===== config.mk =====
export PLATFORM = sky130hd
export DESIGN_NAME = bcc_core
export DESIGN_NICKNAME = d
export VERILOG_FILES = /design/src/verilog/bcc_pkg.sv /design/src/verilog/bcc_reg_if.sv /design/src/verilog/bcc_core.sv /design/src/verilog/bcc_i2c_slave.sv
export SDC_FILE = /design/constraint.sdc
export NUM_CORES = 1
export LEC_CHECK = 0
export ABC_AREA = 1
export BUFFER_PORTS_ARGS = -buffer_cell sky130_fd_sc_hd__buf_2
export CAP_MARGIN = 30
export CORE_ASPECT_RATIO = 1.1
export CORE_MARGIN = 5
export CORE_UTILIZATION = 50
export DETAILED_ROUTE_END_ITERATION = 6
export PLACE_DENSITY = 0.73
export SLEW_MARGIN = 20
export SYNTH_ARGS = -nofsm -noshare
export SYNTH_HDL_FRONTEND = slang
export SYNTH_SLANG_ARGS = --single-unit

===== constraint.sdc =====
create_clock -name clock_in -period 8.39 [get_ports clock_in]
set_input_delay 0.4195 -clock clock_in [delete_from_list [all_inputs] [get_ports clock_in]]
set_output_delay 0.4195 -clock clock_in [all_outputs]
set_load 0.02 [all_outputs]

===== src/verilog/bcc_pkg.sv =====
// Constants, states and types shared by the calendar clock core files
package bcc_pkg;
  localparam logic [6:0] DEV_ADDR    = 7'h68;
  localparam int         NREG        = 8;
  localparam logic [2:0] REG_SEC     = 3'h0;
  localparam logic [2:0] REG_MIN     = 3'h1;
  localparam logic [2:0] REG_HR      = 3'h2;
  localparam logic [2:0] REG_DOW     = 3'h3;
  localparam logic [2:0] REG_DATE    = 3'h4;
  localparam logic [2:0] REG_MON     = 3'h5;
  localparam logic [2:0] REG_YR      = 3'h6;
  localparam logic [2:0] REG_CTL     = 3'h7;
  localparam int         BIT_HALT    = 7;
  localparam int         BIT_FAIL    = 7;
  localparam int         BIT_CEN_EN  = 7;
  localparam int         BIT_CEN_FLG = 6;
  localparam int         BIT_LEVEL   = 7;
  localparam logic [3:0] BYTE_BITS   = 4'h8;
  localparam logic [3:0] BCD_NINE    = 4'h9;
  localparam logic [7:0] BCD_ADJ     = 8'h07;
  localparam logic [7:0] BCD_ZERO    = 8'h00;
  localparam logic [7:0] BCD_ONE     = 8'h01;
  localparam logic [7:0] BCD_SEC_MAX = 8'h59;
  localparam logic [7:0] BCD_HR_MAX  = 8'h23;
  localparam logic [7:0] BCD_DOW_MAX = 8'h07;
  localparam logic [7:0] BCD_MON_MAX = 8'h12;
  localparam logic [7:0] BCD_YR_MAX  = 8'h99;
  localparam logic [7:0] BCD_D28     = 8'h28;
  localparam logic [7:0] BCD_D29     = 8'h29;
  localparam logic [7:0] BCD_D30     = 8'h30;
  localparam logic [7:0] BCD_D31     = 8'h31;
  localparam logic [7:0] MON_FEB     = 8'h02;
  localparam logic [7:0] MON_APR     = 8'h04;
  localparam logic [7:0] MON_JUN     = 8'h06;
  localparam logic [7:0] MON_SEP     = 8'h09;
  localparam logic [7:0] MON_NOV     = 8'h11;
  localparam logic [7:0] RST_CTL     = 8'h80;
  localparam int         CLK_HZ      = 125_000_000;
  localparam int         OSC_HZ      = 32768;
  localparam int         HOLD_MS     = 250;
  localparam int         HOLD_CYC    = HOLD_MS * (CLK_HZ / 1000);
  localparam int         STOP_US     = 100;
  localparam int         STOP_CYC    = STOP_US * (CLK_HZ / 1_000_000);
  typedef logic [7:0] bcc_byte_t;
  typedef enum logic [8:0] {
    S_IDLE  = 9'h001,
    S_ADDR  = 9'h002,
    S_AACK  = 9'h004,
    S_WORD  = 9'h008,
    S_WACK  = 9'h010,
    S_WDATA = 9'h020,
    S_DACK  = 9'h040,
    S_RDATA = 9'h080,
    S_RACK  = 9'h100
  } bcc_state_e;
endpackage


===== src/verilog/bcc_reg_if.sv =====
// Register access path between the serial slave and the clock core
`timescale 1ns/1ps
`default_nettype none
interface bcc_reg_if;
  logic       wr_stb;
  logic [2:0] addr;
  logic [7:0] wr_data;
  logic [7:0] rd_data;
  logic       rd_clock;
  modport slave (output wr_stb, addr, wr_data, rd_clock, input rd_data);
  modport core  (input wr_stb, addr, wr_data, rd_clock, output rd_data);
endinterface
`default_nettype wire


===== src/verilog/bcc_core.sv =====
// Calendar clock core: time base, BCD calendar, registers, pins
//
// Contract
// - Count seconds from the 32.768 kHz crystal time base.
// - All time values in BCD; same eight registers set and read.
// - Seconds, minutes, hours at addresses 0-2; 00-59, 00-59, 00-23.
// - Hours bit 7 enables century flag bit 6 toggling at rollover.
// - Address 3 low three bits hold day of week 01-07.
// - Addresses 4-6 hold date 01-31, month 01-12, year 00-99.
// - Halt bit, address 0 bit 7, stops the time base; clear restarts.
// - After halt clears the time base runs again within four seconds.
// - Clock registers read singly or in sequence; control alone. The pointer still steps through address 7 and wraps to 0 inside a sequence.
// - Reading a clock register holds off visible updates up to 250 ms.
// - Deferred update loses no time; internal count keeps running.
// - Open-drain level pin follows control bit 7; low when zero.
// - Fail flag, address 1 bit 7, sets whenever the oscillator stops.
// - Fail flag stays set until the master writes it to zero.
// - At power-up level bit and fail flag are 1, halt bit 0.
// - Slave address D0h; device acknowledges address, word, data bytes.
// - Pointer loaded by word address, incremented on acknowledged byte.
// - Read without word address starts at the pointer last held.
`timescale 1ns/1ps
`default_nettype none
module bcc_core
  import bcc_pkg::*;
#(
  parameter int OSC_EDGES   = OSC_HZ,
  parameter int HOLD_CYCLES = HOLD_CYC,
  parameter int STOP_CYCLES = STOP_CYC
) (
  // Clock and reset
  input  wire logic clock_in,
  input  wire logic rst_in,
  // Crystal time base
  input  wire logic osc_clk_in,
  // Serial pins
  input  wire logic scl_in,
  input  wire logic sda_in,
  output logic      sda_out,
  output logic      sda_oe_n_out,
  // Level output pin
  output logic      level_out,
  output logic      level_oe_n_out
);
  import bcc_pkg::*;

  localparam int SW = $clog2(OSC_EDGES);
  localparam int IW = $clog2(STOP_CYCLES + 1);
  localparam int HW = $clog2(HOLD_CYCLES + 1);

  if (OSC_EDGES < 2 || HOLD_CYCLES < 1 || STOP_CYCLES < 2) begin : g_bad
    $error("bcc_core: parameter out of range");
  end

  bcc_reg_if rif ();

  bcc_i2c_slave u_slave (
    .clock_in     (clock_in),
    .rst_in       (rst_in),
    .scl_in       (scl_in),
    .sda_in       (sda_in),
    .sda_out      (sda_out),
    .sda_oe_n_out (sda_oe_n_out),
    .rif          (rif)
  );

  // --------------------------------------------------------------------
  // Time base
  // --------------------------------------------------------------------
  logic [2:0]    osc_sy;
  logic          osc_f, next_osc_f, osc_edge;
  logic [SW-1:0] sub, next_sub;
  logic [IW-1:0] idle, next_idle;
  logic          tick, next_tick;
  logic          stopped, next_stopped;
  logic          halt, sec_wr;

  always_comb begin
    next_osc_f   = (osc_sy[1] == osc_sy[2]) ? osc_sy[2] : osc_f;
    osc_edge     = !osc_f && next_osc_f;
    next_sub     = sub;
    next_tick    = 1'b0;
    next_idle    = idle;
    if (halt || sec_wr) begin
      next_sub = '0;
    end else if (osc_edge) begin
      if (sub == SW'(OSC_EDGES - 1)) begin
        next_sub  = '0;
        next_tick = 1'b1;
      end else begin
        next_sub = sub + 1'b1;
      end
    end
    if (osc_edge) begin
      next_idle = '0;
    end else if (idle != IW'(STOP_CYCLES)) begin
      next_idle = idle + 1'b1;
    end
    next_stopped = halt || (next_idle == IW'(STOP_CYCLES));
  end

  always_ff @(posedge clock_in) begin
    osc_sy <= {osc_sy[1:0], osc_clk_in};
    if (rst_in) begin
      osc_f   <= 1'b0;
      sub     <= '0;
      idle    <= '0;
      tick    <= 1'b0;
      stopped <= 1'b0;
    end else begin
      osc_f   <= next_osc_f;
      sub     <= next_sub;
      idle    <= next_idle;
      tick    <= next_tick;
      stopped <= next_stopped;
    end
  end

  // --------------------------------------------------------------------
  // Calendar arithmetic
  // --------------------------------------------------------------------
  bcc_byte_t t [NREG-1];
  bcc_byte_t v [NREG-1];
  bcc_byte_t next_t [NREG-1];
  bcc_byte_t next_v [NREG-1];
  bcc_byte_t ctl, next_ctl;
  logic      fail, next_fail;
  logic [HW-1:0] hcnt, next_hcnt;
  logic      hold;
  logic [8:0] s_sec, s_min, s_hr, s_dow, s_date, s_mon, s_yr;
  logic      c_min, c_hr, c_day, c_mon, c_yr;

  // Increment a BCD byte, wrap to lo at or past hi
  function automatic logic [8:0] bcd_step(input bcc_byte_t x,
                                          input bcc_byte_t lo,
                                          input bcc_byte_t hi);
    if (x >= hi) return {1'b1, lo};
    if (x[3:0] == BCD_NINE) return {1'b0, x + BCD_ADJ};
    return {1'b0, x + BCD_ONE};
  endfunction

  // Last day of the month, leap years every fourth year
  function automatic bcc_byte_t month_len(input bcc_byte_t m,
                                          input bcc_byte_t y);
    logic leap;
    leap = (!y[4] && (y[3:0] == 4'h0 || y[3:0] == 4'h4 ||
                      y[3:0] == 4'h8)) ||
           (y[4] && (y[3:0] == 4'h2 || y[3:0] == 4'h6));
    if (m == MON_FEB) return leap ? BCD_D29 : BCD_D28;
    if (m == MON_APR || m == MON_JUN || m == MON_SEP || m == MON_NOV)
      return BCD_D30;
    return BCD_D31;
  endfunction

  always_comb begin
    s_sec  = bcd_step({1'b0, t[REG_SEC][6:0]}, BCD_ZERO, BCD_SEC_MAX);
    s_min  = bcd_step({1'b0, t[REG_MIN][6:0]}, BCD_ZERO, BCD_SEC_MAX);
    s_hr   = bcd_step({2'b00, t[REG_HR][5:0]}, BCD_ZERO, BCD_HR_MAX);
    s_dow  = bcd_step({5'h00, t[REG_DOW][2:0]}, BCD_ONE, BCD_DOW_MAX);
    s_date = bcd_step({2'b00, t[REG_DATE][5:0]}, BCD_ONE,
                      month_len({3'h0, t[REG_MON][4:0]}, t[REG_YR]));
    s_mon  = bcd_step({3'h0, t[REG_MON][4:0]}, BCD_ONE, BCD_MON_MAX);
    s_yr   = bcd_step(t[REG_YR], BCD_ZERO, BCD_YR_MAX);
    c_min  = s_sec[8];
    c_hr   = c_min && s_min[8];
    c_day  = c_hr && s_hr[8];
    c_mon  = c_day && s_date[8];
    c_yr   = c_mon && s_mon[8];
  end

  // --------------------------------------------------------------------
  // Registers, read hold and flags
  // --------------------------------------------------------------------
  assign halt   = t[REG_SEC][BIT_HALT];
  assign sec_wr = rif.wr_stb && (rif.addr == REG_SEC);
  assign hold   = rif.rd_clock && (hcnt < HW'(HOLD_CYCLES));

  always_comb begin
    next_t = t;
    if (tick) begin
      next_t[REG_SEC][6:0] = s_sec[6:0];
      if (c_min) next_t[REG_MIN][6:0] = s_min[6:0];
      if (c_hr) next_t[REG_HR][5:0] = s_hr[5:0];
      if (c_day) begin
        next_t[REG_DOW][2:0]  = s_dow[2:0];
        next_t[REG_DATE][5:0] = s_date[5:0];
      end
      if (c_mon) next_t[REG_MON][4:0] = s_mon[4:0];
      if (c_yr) next_t[REG_YR] = s_yr[7:0];
      if (s_yr[8] && c_yr && t[REG_HR][BIT_CEN_EN])
        next_t[REG_HR][BIT_CEN_FLG] = !t[REG_HR][BIT_CEN_FLG];
    end
    // Visible copy follows the running count unless a read holds it
    for (int i = 0; i < NREG - 1; i++) begin
      next_v[i] = hold ? v[i] : t[i];
    end
    next_ctl  = ctl;
    next_fail = fail;
    next_hcnt = rif.rd_clock ?
                (hold ? hcnt + 1'b1 : hcnt) : '0;
    if (rif.wr_stb) begin
      if (rif.addr == REG_CTL) begin
        next_ctl = rif.wr_data;
      end else begin
        next_t[rif.addr] = rif.wr_data;
        next_v[rif.addr] = rif.wr_data;
      end
      if (rif.addr == REG_MIN && !rif.wr_data[BIT_FAIL])
        next_fail = 1'b0;
    end
    if (stopped) next_fail = 1'b1;
  end

  always_ff @(posedge clock_in) begin
    if (rst_in) begin
      t    <= '{default: BCD_ZERO};
      v    <= '{default: BCD_ZERO};
      ctl  <= RST_CTL;
      fail <= 1'b1;
      hcnt <= '0;
    end else begin
      t    <= next_t;
      v    <= next_v;
      ctl  <= next_ctl;
      fail <= next_fail;
      hcnt <= next_hcnt;
    end
  end

  // Read mux: clock bytes from the visible copy
  always_comb begin
    if (rif.addr == REG_CTL) rif.rd_data = ctl;
    else if (rif.addr == REG_MIN)
      rif.rd_data = {fail, v[REG_MIN][6:0]};
    else rif.rd_data = v[rif.addr];
  end

  assign level_out      = 1'b0;
  assign level_oe_n_out = ctl[BIT_LEVEL];
endmodule
`default_nettype wire


===== src/verilog/bcc_i2c_slave.sv =====
// Two-wire serial slave with auto-incrementing register pointer
`timescale 1ns/1ps
`default_nettype none
module bcc_i2c_slave
  import bcc_pkg::*;
(
  // Clock and reset
  input  wire logic   clock_in,
  input  wire logic   rst_in,
  // Serial pins
  input  wire logic   scl_in,
  input  wire logic   sda_in,
  output logic        sda_out,
  output logic        sda_oe_n_out,
  // Register path
  bcc_reg_if.slave    rif
);
  import bcc_pkg::*;

  logic [2:0] scl_sy, sda_sy;
  logic       scl_f, sda_f, next_scl_f, next_sda_f;
  logic       rise, fall, start, stop;
  bcc_state_e fsm, next_fsm;
  logic [3:0] cnt, next_cnt;
  logic [7:0] sr, next_sr, tx, next_tx;
  logic [2:0] ptr, next_ptr;
  logic       rw, next_rw, ack, next_ack;
  logic       wr, next_wr, drv, next_drv;

  // --------------------------------------------------------------------
  // Pin filtering and bus conditions
  // --------------------------------------------------------------------
  always_comb begin
    next_scl_f = (scl_sy[1] == scl_sy[2]) ? scl_sy[2] : scl_f;
    next_sda_f = (sda_sy[1] == sda_sy[2]) ? sda_sy[2] : sda_f;
    rise  = !scl_f && next_scl_f;
    fall  = scl_f && !next_scl_f;
    start = scl_f && next_scl_f && sda_f && !next_sda_f;
    stop  = scl_f && next_scl_f && !sda_f && next_sda_f;
  end

  // --------------------------------------------------------------------
  // Protocol state machine
  // --------------------------------------------------------------------
  always_comb begin
    next_fsm = fsm;
    next_cnt = cnt;
    next_sr  = sr;
    next_tx  = tx;
    next_ptr = ptr;
    next_rw  = rw;
    next_ack = ack;
    next_wr  = 1'b0;
    if (start) begin
      next_fsm = S_ADDR;
      next_cnt = '0;
    end else if (stop) begin
      next_fsm = S_IDLE;
    end else if (rise) begin
      next_cnt = cnt + 4'h1;
      next_sr  = {sr[6:0], next_sda_f};
      if (fsm == S_RACK) next_ack = !next_sda_f;
    end else if (fall) begin
      case (fsm)
        S_ADDR: if (cnt == BYTE_BITS) begin
          next_cnt = '0;
          next_rw  = sr[0];
          next_fsm = (sr[7:1] == DEV_ADDR) ? S_AACK : S_IDLE;
        end
        S_AACK: begin
          next_cnt = '0;
          next_tx  = rif.rd_data;
          next_fsm = rw ? S_RDATA : S_WORD;
        end
        S_WORD: if (cnt == BYTE_BITS) begin
          next_cnt = '0;
          next_ptr = sr[2:0];
          next_fsm = S_WACK;
        end
        S_WACK: begin
          next_cnt = '0;
          next_fsm = S_WDATA;
        end
        S_WDATA: if (cnt == BYTE_BITS) begin
          next_cnt = '0;
          next_wr  = 1'b1;
          next_fsm = S_DACK;
        end
        S_DACK: begin
          next_cnt = '0;
          next_ptr = ptr + 3'h1;
          next_fsm = S_WDATA;
        end
        S_RDATA: if (cnt == BYTE_BITS) begin
          next_cnt = '0;
          next_fsm = S_RACK;
        end else begin
          next_tx = {tx[6:0], 1'b0};
        end
        S_RACK: begin
          next_cnt = '0;
          if (ack) begin
            next_ptr = ptr + 3'h1;
            next_tx  = rif.rd_data;
            next_fsm = S_RDATA;
          end else begin
            next_fsm = S_IDLE;
          end
        end
        default: next_fsm = S_IDLE;
      endcase
    end
    next_drv = (next_fsm == S_AACK) || (next_fsm == S_WACK) ||
               (next_fsm == S_DACK) ||
               ((next_fsm == S_RDATA) && !next_tx[7]);
  end

  always_ff @(posedge clock_in) begin
    scl_sy <= {scl_sy[1:0], scl_in};
    sda_sy <= {sda_sy[1:0], sda_in};
    if (rst_in) begin
      scl_f <= 1'b1;
      sda_f <= 1'b1;
      fsm   <= S_IDLE;
      cnt   <= '0;
      sr    <= '0;
      tx    <= '0;
      ptr   <= '0;
      rw    <= 1'b0;
      ack   <= 1'b0;
      wr    <= 1'b0;
      drv   <= 1'b0;
    end else begin
      scl_f <= next_scl_f;
      sda_f <= next_sda_f;
      fsm   <= next_fsm;
      cnt   <= next_cnt;
      sr    <= next_sr;
      tx    <= next_tx;
      ptr   <= next_ptr;
      rw    <= next_rw;
      ack   <= next_ack;
      wr    <= next_wr;
      drv   <= next_drv;
    end
  end

  // Look one entry ahead while an acknowledged read moves on
  assign rif.addr     = (fsm == S_RACK && ack) ? ptr + 3'h1 : ptr;
  assign rif.wr_stb   = wr;
  assign rif.wr_data  = sr;
  assign rif.rd_clock = ((fsm == S_RDATA) || (fsm == S_RACK)) &&
                        (ptr != REG_CTL);
  assign sda_out      = 1'b0;
  assign sda_oe_n_out = !drv;
endmodule
`default_nettype wire


# [Word level (Yosys, flattened, before mapping)]
# Index checks and enable logic that the tools add are counted.
# W data, S select, Z words.
[word_totals] ff_bits=225 in_bits=5 output_inout_bits=4 wordCells=315
[classes] add_sub_neg=18 order_cmp=10 eq_ne=42 muxes=123 n_bitwise=9 reduce_logical=70
[ops] op="$mux W9" n=32
[ops] op="$mux W8" n=25
[ops] op="$bwmux W56" n=2
[ops] op="$mux W56" n=2
[ops] op="$mux W55" n=2
[ops] op="$pmux W9 S7" n=1
[ops] op="$eq A4 B4 Y1 const B" n=8
[ops] op="$mux W1" n=30
[ops] op="$mux W14" n=2
[ops] op="$mux W7" n=4
[ops] op="$mux W3" n=9
[ops] op="$add A25 B1 Y25 const B" n=1
[ops] op="$lt A25 B25 Y1 const B" n=1
[ops] op="$bmux W8 S3" n=1
[ops] op="$demux W8 S3" n=1
[ops] op="$pmux W8 S3" n=1
[ops] op="$logic_and A1 B1 Y1" n=23
[ops] op="$eq A9 B3 Y1 const B" n=2
[ops] op="$eq A9 B5 Y1 const B" n=2
[ops] op="$eq A9 B7 Y1 const B" n=2
[ops] op="$eq A9 B8 Y1 const B" n=2
[ops] op="$mux W6" n=3
[ops] op="$add A7 B1 Y8 const B" n=2
[ops] op="$add A7 B3 Y8 const B" n=2
[ops] op="62 further kinds" n=112

# [Logic depth before layout (Yosys ltp)]
[depth] ltp_word=24 ltp_mapped=22 depth_no_buf=21

# [Modules after synthesis]
# From an unflattened synthesis, not the netlist that was laid out.
[unflattened] hier_cells=1888 hier_area_um2=12555.8
[modules_own_cells] module="bcc_core" instances=1 cells_each=1512 area_per_inst_um2=10040.9 seq_area_each_um2=3583.4
[modules_own_cells] module="bcc_i2c_slave" instances=1 cells_each=376 area_per_inst_um2=2514.9 seq_area_each_um2=880.8

# [Worst setup path before layout]
# No wires, ideal clock.
[synth_timing] path_type="reg-to-reg" startpoint="register t[3] in the netlist's numbering" endpoint="register t[38] in the netlist's numbering" setup_time_ps=114 arrival_ps=2528 required_ps=8276 path_slack_ps=5748 path_stages_with_launch=23 path_buffers=1 period_less_slack_ps=2642 cell_sequence="dfxtp_1 > clkbuf_1 > nand2_1 > nand3_1 > a21oi_1 > o211ai_1 > nand4_1 > nand3_1 > nand2_1 > ha_1 > nor2_1 > a31oi_1 > o21ai_0 > a21oi_1 > inv_1 > nor2_8 > nand2_4 > clkinv_2 > nand2_2 > o21ai_1 > nand2_1 > o21bai_1 > inv_1"
[synth_between] elab_chain_cells=22 elab_cells_between_ends=36 classes_between="order compare (2); eq/ne (5); mux (18); reduce/logical (11)"
[synth_rtl] item="start, declared" line_no="bcc_core.sv:122" source="bcc_byte_t t [NREG-1];"
[synth_rtl] item="start signal, assigned" line_no="bcc_core.sv:222" source="t <= next_t;"
[synth_rtl] item="$eq A4 B3 Y1 / $logic_not A4 Y1 (equally long branches)" line_no="bcc_core.sv:146" source="leap = (!y[4] && (y[3:0] == 4'h0 || y[3:0] == 4'h4 ||"
[synth_rtl] item="$logic_or A1 B1 Y1 (2 in a row)" line_no="bcc_core.sv:146"
[synth_rtl] item="$logic_and A1 B1 Y1" line_no="bcc_core.sv:146"
[synth_rtl] item="$logic_or A1 B1 Y1" line_no="bcc_core.sv:147" source="y[3:0] == 4'h8)) ||"
[synth_rtl] item="$mux W1" line_no="bcc_core.sv:149" source="if (m == MON_FEB) return leap ? BCD_D29 : BCD_D28;"
[synth_rtl] item="$mux W8" line_no="bcc_core.sv:149"
[synth_rtl] item="$mux W8" line_no="bcc_core.sv:150" source="if (m == MON_APR || m == MON_JUN || m == MON_SEP || m == MON_NOV)"
[synth_rtl] item="$mux W8" line_no="bcc_core.sv:152" source="return BCD_D31;"
[synth_rtl] item="(+4 left out)"
[synth_rtl] item="$logic_and A1 B1 Y1" line_no="bcc_core.sv:167" source="c_mon = c_day && s_date[8];"
[synth_rtl] item="$logic_and A1 B1 Y1" line_no="bcc_core.sv:168" source="c_yr = c_mon && s_mon[8];"
[synth_rtl] item="$logic_and A1 B1 Y1 (*) (2 in a row)" line_no="bcc_core.sv:190" source="if (s_yr[8] && c_yr && t[REG_HR][BIT_CEN_EN])"
[synth_rtl] item="$mux W1 (*)" line_no="bcc_core.sv:190"
[synth_rtl] item="$mux W7 (*)" line_no="bcc_core.sv:180" source="if (tick) begin"
[synth_rtl] item="$bwmux W56" line_no="bcc_core.sv:205" source="next_t[rif.addr] = rif.wr_data;"
[synth_rtl] item="$mux W55" line_no="bcc_core.sv:202" source="if (rif.addr == REG_CTL) begin"
[synth_rtl] item="$mux W55 (*)" line_no="bcc_core.sv:201" source="if (rif.wr_stb) begin"
# Mark *: on every way between the ends. The rest lies on a longest branch, timed or not. The select of a mux whose other input is x is not followed.
# A chain may end at the register's enable or synchronous reset.

# [Worst setup path in the final report]
[layout_timing] startpoint="register t[8] in the netlist's numbering" endpoint="register t[38] in the netlist's numbering"
[layout_between] elab_chain_cells=20 elab_cells_between_ends=34 classes_between="order compare (2); eq/ne (6); mux (19); reduce/logical (7)"
[layout_rtl] item="$eq A5 B3 Y1" line_no="bcc_core.sv:150"
[layout_rtl] item="$logic_or A1 B1 Y1 (3 in a row)" line_no="bcc_core.sv:150"
[layout_rtl] item="$mux W1 (2 in a row)" line_no="bcc_core.sv:150"
[layout_rtl] item="$mux W8" line_no="bcc_core.sv:152"
[layout_rtl] item="$mux W8" line_no="bcc_core.sv:150"
[layout_rtl] item="$ge A6 B8 Y1" line_no="bcc_core.sv:137" source="if (x >= hi) return {1'b1, lo};"
[layout_rtl] item="$mux W1" line_no="bcc_core.sv:137"
[layout_rtl] item="$mux W9" line_no="bcc_core.sv:138" source="if (x[3:0] == BCD_NINE) return {1'b0, x + BCD_ADJ};"
[layout_rtl] item="$logic_and A1 B1 Y1" line_no="bcc_core.sv:167"
[layout_rtl] item="$logic_and A1 B1 Y1 (*)" line_no="bcc_core.sv:168"
[layout_rtl] item="$logic_and A1 B1 Y1 (*) (2 in a row)" line_no="bcc_core.sv:190"
[layout_rtl] item="$mux W1 (*)" line_no="bcc_core.sv:190"
[layout_rtl] item="$mux W7 (*)" line_no="bcc_core.sv:180"
[layout_rtl] item="$bwmux W56" line_no="bcc_core.sv:205"
[layout_rtl] item="$mux W55" line_no="bcc_core.sv:202"
[layout_rtl] item="$mux W55 (*)" line_no="bcc_core.sv:201"
# Marked as above.

==> impl_metrics.yaml <==
finish:
  final_nets: 1688
  num_antenna_cells: 0
  syn_to_final_growth_pct: 7.31
  drive_above_1_share_pct: 7.64
  fin_cells: 1967
worst_setup_path:
  rrSetupSlack_ns: 5.32
  path_buf_inv: 5
  r2r_end: "t[38]"
  cp_data_arrival_time_ns: 3.48
  crit_path_cell_trace: "inv_1 -> nor3_1 -> inv_1 -> nand3_1 -> nand2_1 -> ha_1 -> nor2_1 -> a31oi_1 -> o21ai_0 -> a21oi_1 -> inv_1 -> nor2_8 -> nand2_4 -> clkinv_2 -> nand2_2 -> o21ai_1 -> nand2_1 -> o21bai_1 -> inv_1"
  cpPeakStageDelay_ns: 0.39
  worstRegToRegCells: 19
  cp-start-kind: "register"
  crit_required_ns: 8.80
  crit_family: "simple AND/OR/NAND/NOR gates"
  slowest_stage: "dfxtp_1"
  end_kind: "register"
  worstReg2RegStart: "t[8]"
  cp_common_cell: "inv_1"
  critPathKind: "reg2reg"
  critPathMaxFanout: 10
  startpoint: "t[8]"
sta:
  final-setup-viol-count: 0
  rsz0062_at_grt: "false"
  hold_ws_ns: 0.310
  hold_viol_final: 0
  relSlewSlack_pct: 43.5
  tightestPinTransition_ns: 0.846
  period_share_pct: 36.6
  timing.fmax_mhz: 325
  finClkSkew_ns: 0.0107
  fin_crit_ns: 3.07
  setup_slack_ns: 5.32
  fin_tns_setup_ns: 0
  drv_slew: 0
route:
  wl_per_cell_um: 15.5
  ant_nets: 0
  drt_wl_total_mm: 30.4
  drt_pre_antenna_iters: 5
  drcViolationCount: 0
  vias: 11030
  vias_per_cell: 5.61
  drt_iter0_drc: 910
logic_synthesis:
  synth_flop_cell: "dfxtp_1"
  synth_top_area_cell: "dfxtp_1"
  synth_cells: 1674
  synth-edff-count: 0
  syn-cell-area_mm2: 0.0119
  async_flop_share_pct: 0
  syn-mean-instance-area_um2: 7.12
  ys_seq_elements: 223
  synth.distinct_cells: 59
  yosysTopAreaCellShare_pct: 37.5
  ys_seq_area_share_pct: 37.5
  yosys-top-cells-area: "dfxtp_1 (37%), a21oi_1 (9.5%), nand2_1 (9.4%), inv_1 (6.0%), o21ai_0 (4.5%)"
  ys_warn_count: 0
global_route:
  antenna_found_initial: 0
  grt_max_degree: 73
  grt_usage_pct: 22.2
  grt-ovfl-total: 0
  grt_pass1_vias: 10441
  grt_pass1_wl_mm: 50.3
cts:
  cts.htree.levels: 1
  cts_hold_buf: 3
  cts-root-buf: "clkbuf_16"
  clk_latency_ns: 0.52
  cts_tree: "built"
  clk_pin_slew_worst_paths_ns: 0.06
  cts_buffers: 24
  post_cts_buffers: 0
  cts_buffer_depth: 3
  cts.repair.resized: 0
  clock_sinks: 223
placed_design:
  pre_cts_slack_ns: 5.34
  dp_cells: 1924
  place_congestion: 0.933
  hpwlAfterDp_mm: 21.7
  portBuffers: 6
floorplan:
  die_h_um: 172
  dieWidth_um: 157
  row_count: 59
  start_util_pct: 50.6
  core_area_mm2: 0.0235
  io_pins: 9
  dieArea_mm2: 0.0270
min_path:
  worstHoldStart: "rst_in"
  hp-class: "in2reg"
  worstHoldPathCells: 2
  holdPathEnd: "v[45]"
power_and_ir_drop:
  ir_worst_vdd_v: 0.000185
  powerDensity_mw_per_mm2: 172
  leakage_nw: 5.06
run_status:
  outcome: "completed"
run:
  max_cap_viol_count: 0
==> layout by cell type, fill, tap and decap left out, types with 6 or more instances in the layout <==
master	synthesis	layout
a211oi_1	7	7
a21oi_1	226	226
a31oi_1	11	11
clkbuf_16	0	25
clkinv_2	1	6
dfxtp_1	223	223
fa_1	6	6
ha_1	28	28
inv_1	192	192
inv_2	20	20
nand2_1	299	299
nand2_2	7	7
nand2_4	11	11
nand3_1	90	90
nand4_1	41	41
nor2_1	135	135
nor2_2	9	9
nor2_4	11	11
nor3_1	30	30
nor4_1	10	10
o211ai_1	27	27
o21ai_0	106	106
o21ai_1	23	23
o22ai_1	14	14
or2_2	6	6
xor2_1	19	19
==> cell type report <==
cell class | count | area [µm²]
Clock buffer | 34 | 709
Fill cell | 2218 | 10800
Multi-Input combinational cell | 1173 | 6310
Inverter | 214 | 807
Sequential cell | 223 | 4460
Tap cell | 305 | 382
Clock inverter | 5 | 25.0
Timing Repair Buffer | 13 | 92.6
==> logic make-up after synthesis <==
group	Yosys count	synth area share, %
AND/OR/NAND/NOR	668	26.7
buffers and inverters	279	9.64
AO/OA/AOI/OAI	447	20.6
flip-flops	223	37.5
adder cells (fa/ha/maj)	34	3.95
other	1	0.0315
XOR/XNOR	22	1.62
==> synth_stat cells (9+ instances only) <==
| cell type | n |
|---|---|
| nand2_1 | 299 |
| a21oi_1 | 226 |
| dfxtp_1 | 223 |
| inv_1 | 192 |
| nor2_1 | 135 |
| o21ai_0 | 106 |
| nand3_1 | 90 |
| nand4_1 | 41 |
| nor3_1 | 30 |
| ha_1 | 28 |
| clkbuf_1 | 27 |
| o211ai_1 | 27 |
| o21ai_1 | 23 |
| buf_2 | 21 |
| inv_2 | 20 |
| xor2_1 | 19 |
| o22ai_1 | 14 |
| a31oi_1 | 11 |
| buf_4 | 11 |
| nand2_4 | 11 |
| nor2_4 | 11 |
| nor4_1 | 10 |
| nor2_2 | 9 |
==> registers in the layout, summed over array words and instances, names as in the netlist, 3 cells and up <==
signal	count
u_slave.tx	8
v	55
idle	14
u_slave.fsm	9
u_slave.cnt	4
sub	15
ctl	8
u_slave.rif.wr_data	8
osc_sy	3
u_slave.sda_sy	3
hcnt	25
u_slave.scl_sy	3
u_slave.ptr	3
t	54
==> per-layer routing <==
metal  share of wire, %  track usage, %  wire length, µm
met3                5.6            2.75             1710
met2                 47            38.5            14300
met1                 45            29.0            13500
met4                3.0            6.81              910
met5                  0               0                0
==> metrics by stage <==
stage | util (%) | instance area (µm²) | power [mW]
after floorplan | - | 11900 | 1.19
after global placement | 51.0 | 12000 | 1.22
after detailed placement | 51.0 | 12000 | 1.22
after CTS | 54.3 | 12800 | 2.21
after global routing | 54.3 | 12800 | 2.27
final | 54.3 | 12800 | 2.20
==> worst reg2reg max path, stage by stage, from the launching register on <==
cell and delay, ns:
dfxtp_1 0.39, inv_1 0.15, nor3_1 0.37, inv_1 0.12, nand3_1 0.10, nand2_1 0.06
ha_1 0.27, nor2_1 0.04, a31oi_1 0.11, o21ai_0 0.08, a21oi_1 0.24, inv_1 0.17
nor2_8 0.19, nand2_4 0.10, clkinv_2 0.14, nand2_2 0.09, o21ai_1 0.13, nand2_1 0.06
o21bai_1 0.13, inv_1 0.04
==> how the worst max path moves through the flow <==
stage | to | slack [ns] | cells after the start
6_report | t[38] | 5.32 | 19
5_1_grt | t[38] | 5.02 | 20
4_1_cts | t[38] | 5.35 | 20
3_5_place_dp | t[38] | 5.34 | 20
3_3_place_gp | t[38] | 5.45 | 20
2_1_floorplan | t[38] | 5.75 | 22
==> power by group <==
group          total [mW]  switching [mW]  internal [mW]
Clock               0.998           0.417          0.581
Combinational       0.106          0.0774         0.0286
Sequential           1.09          0.0198           1.07
Total                2.20           0.514           1.68
Power figures use the tool's default switching activity.
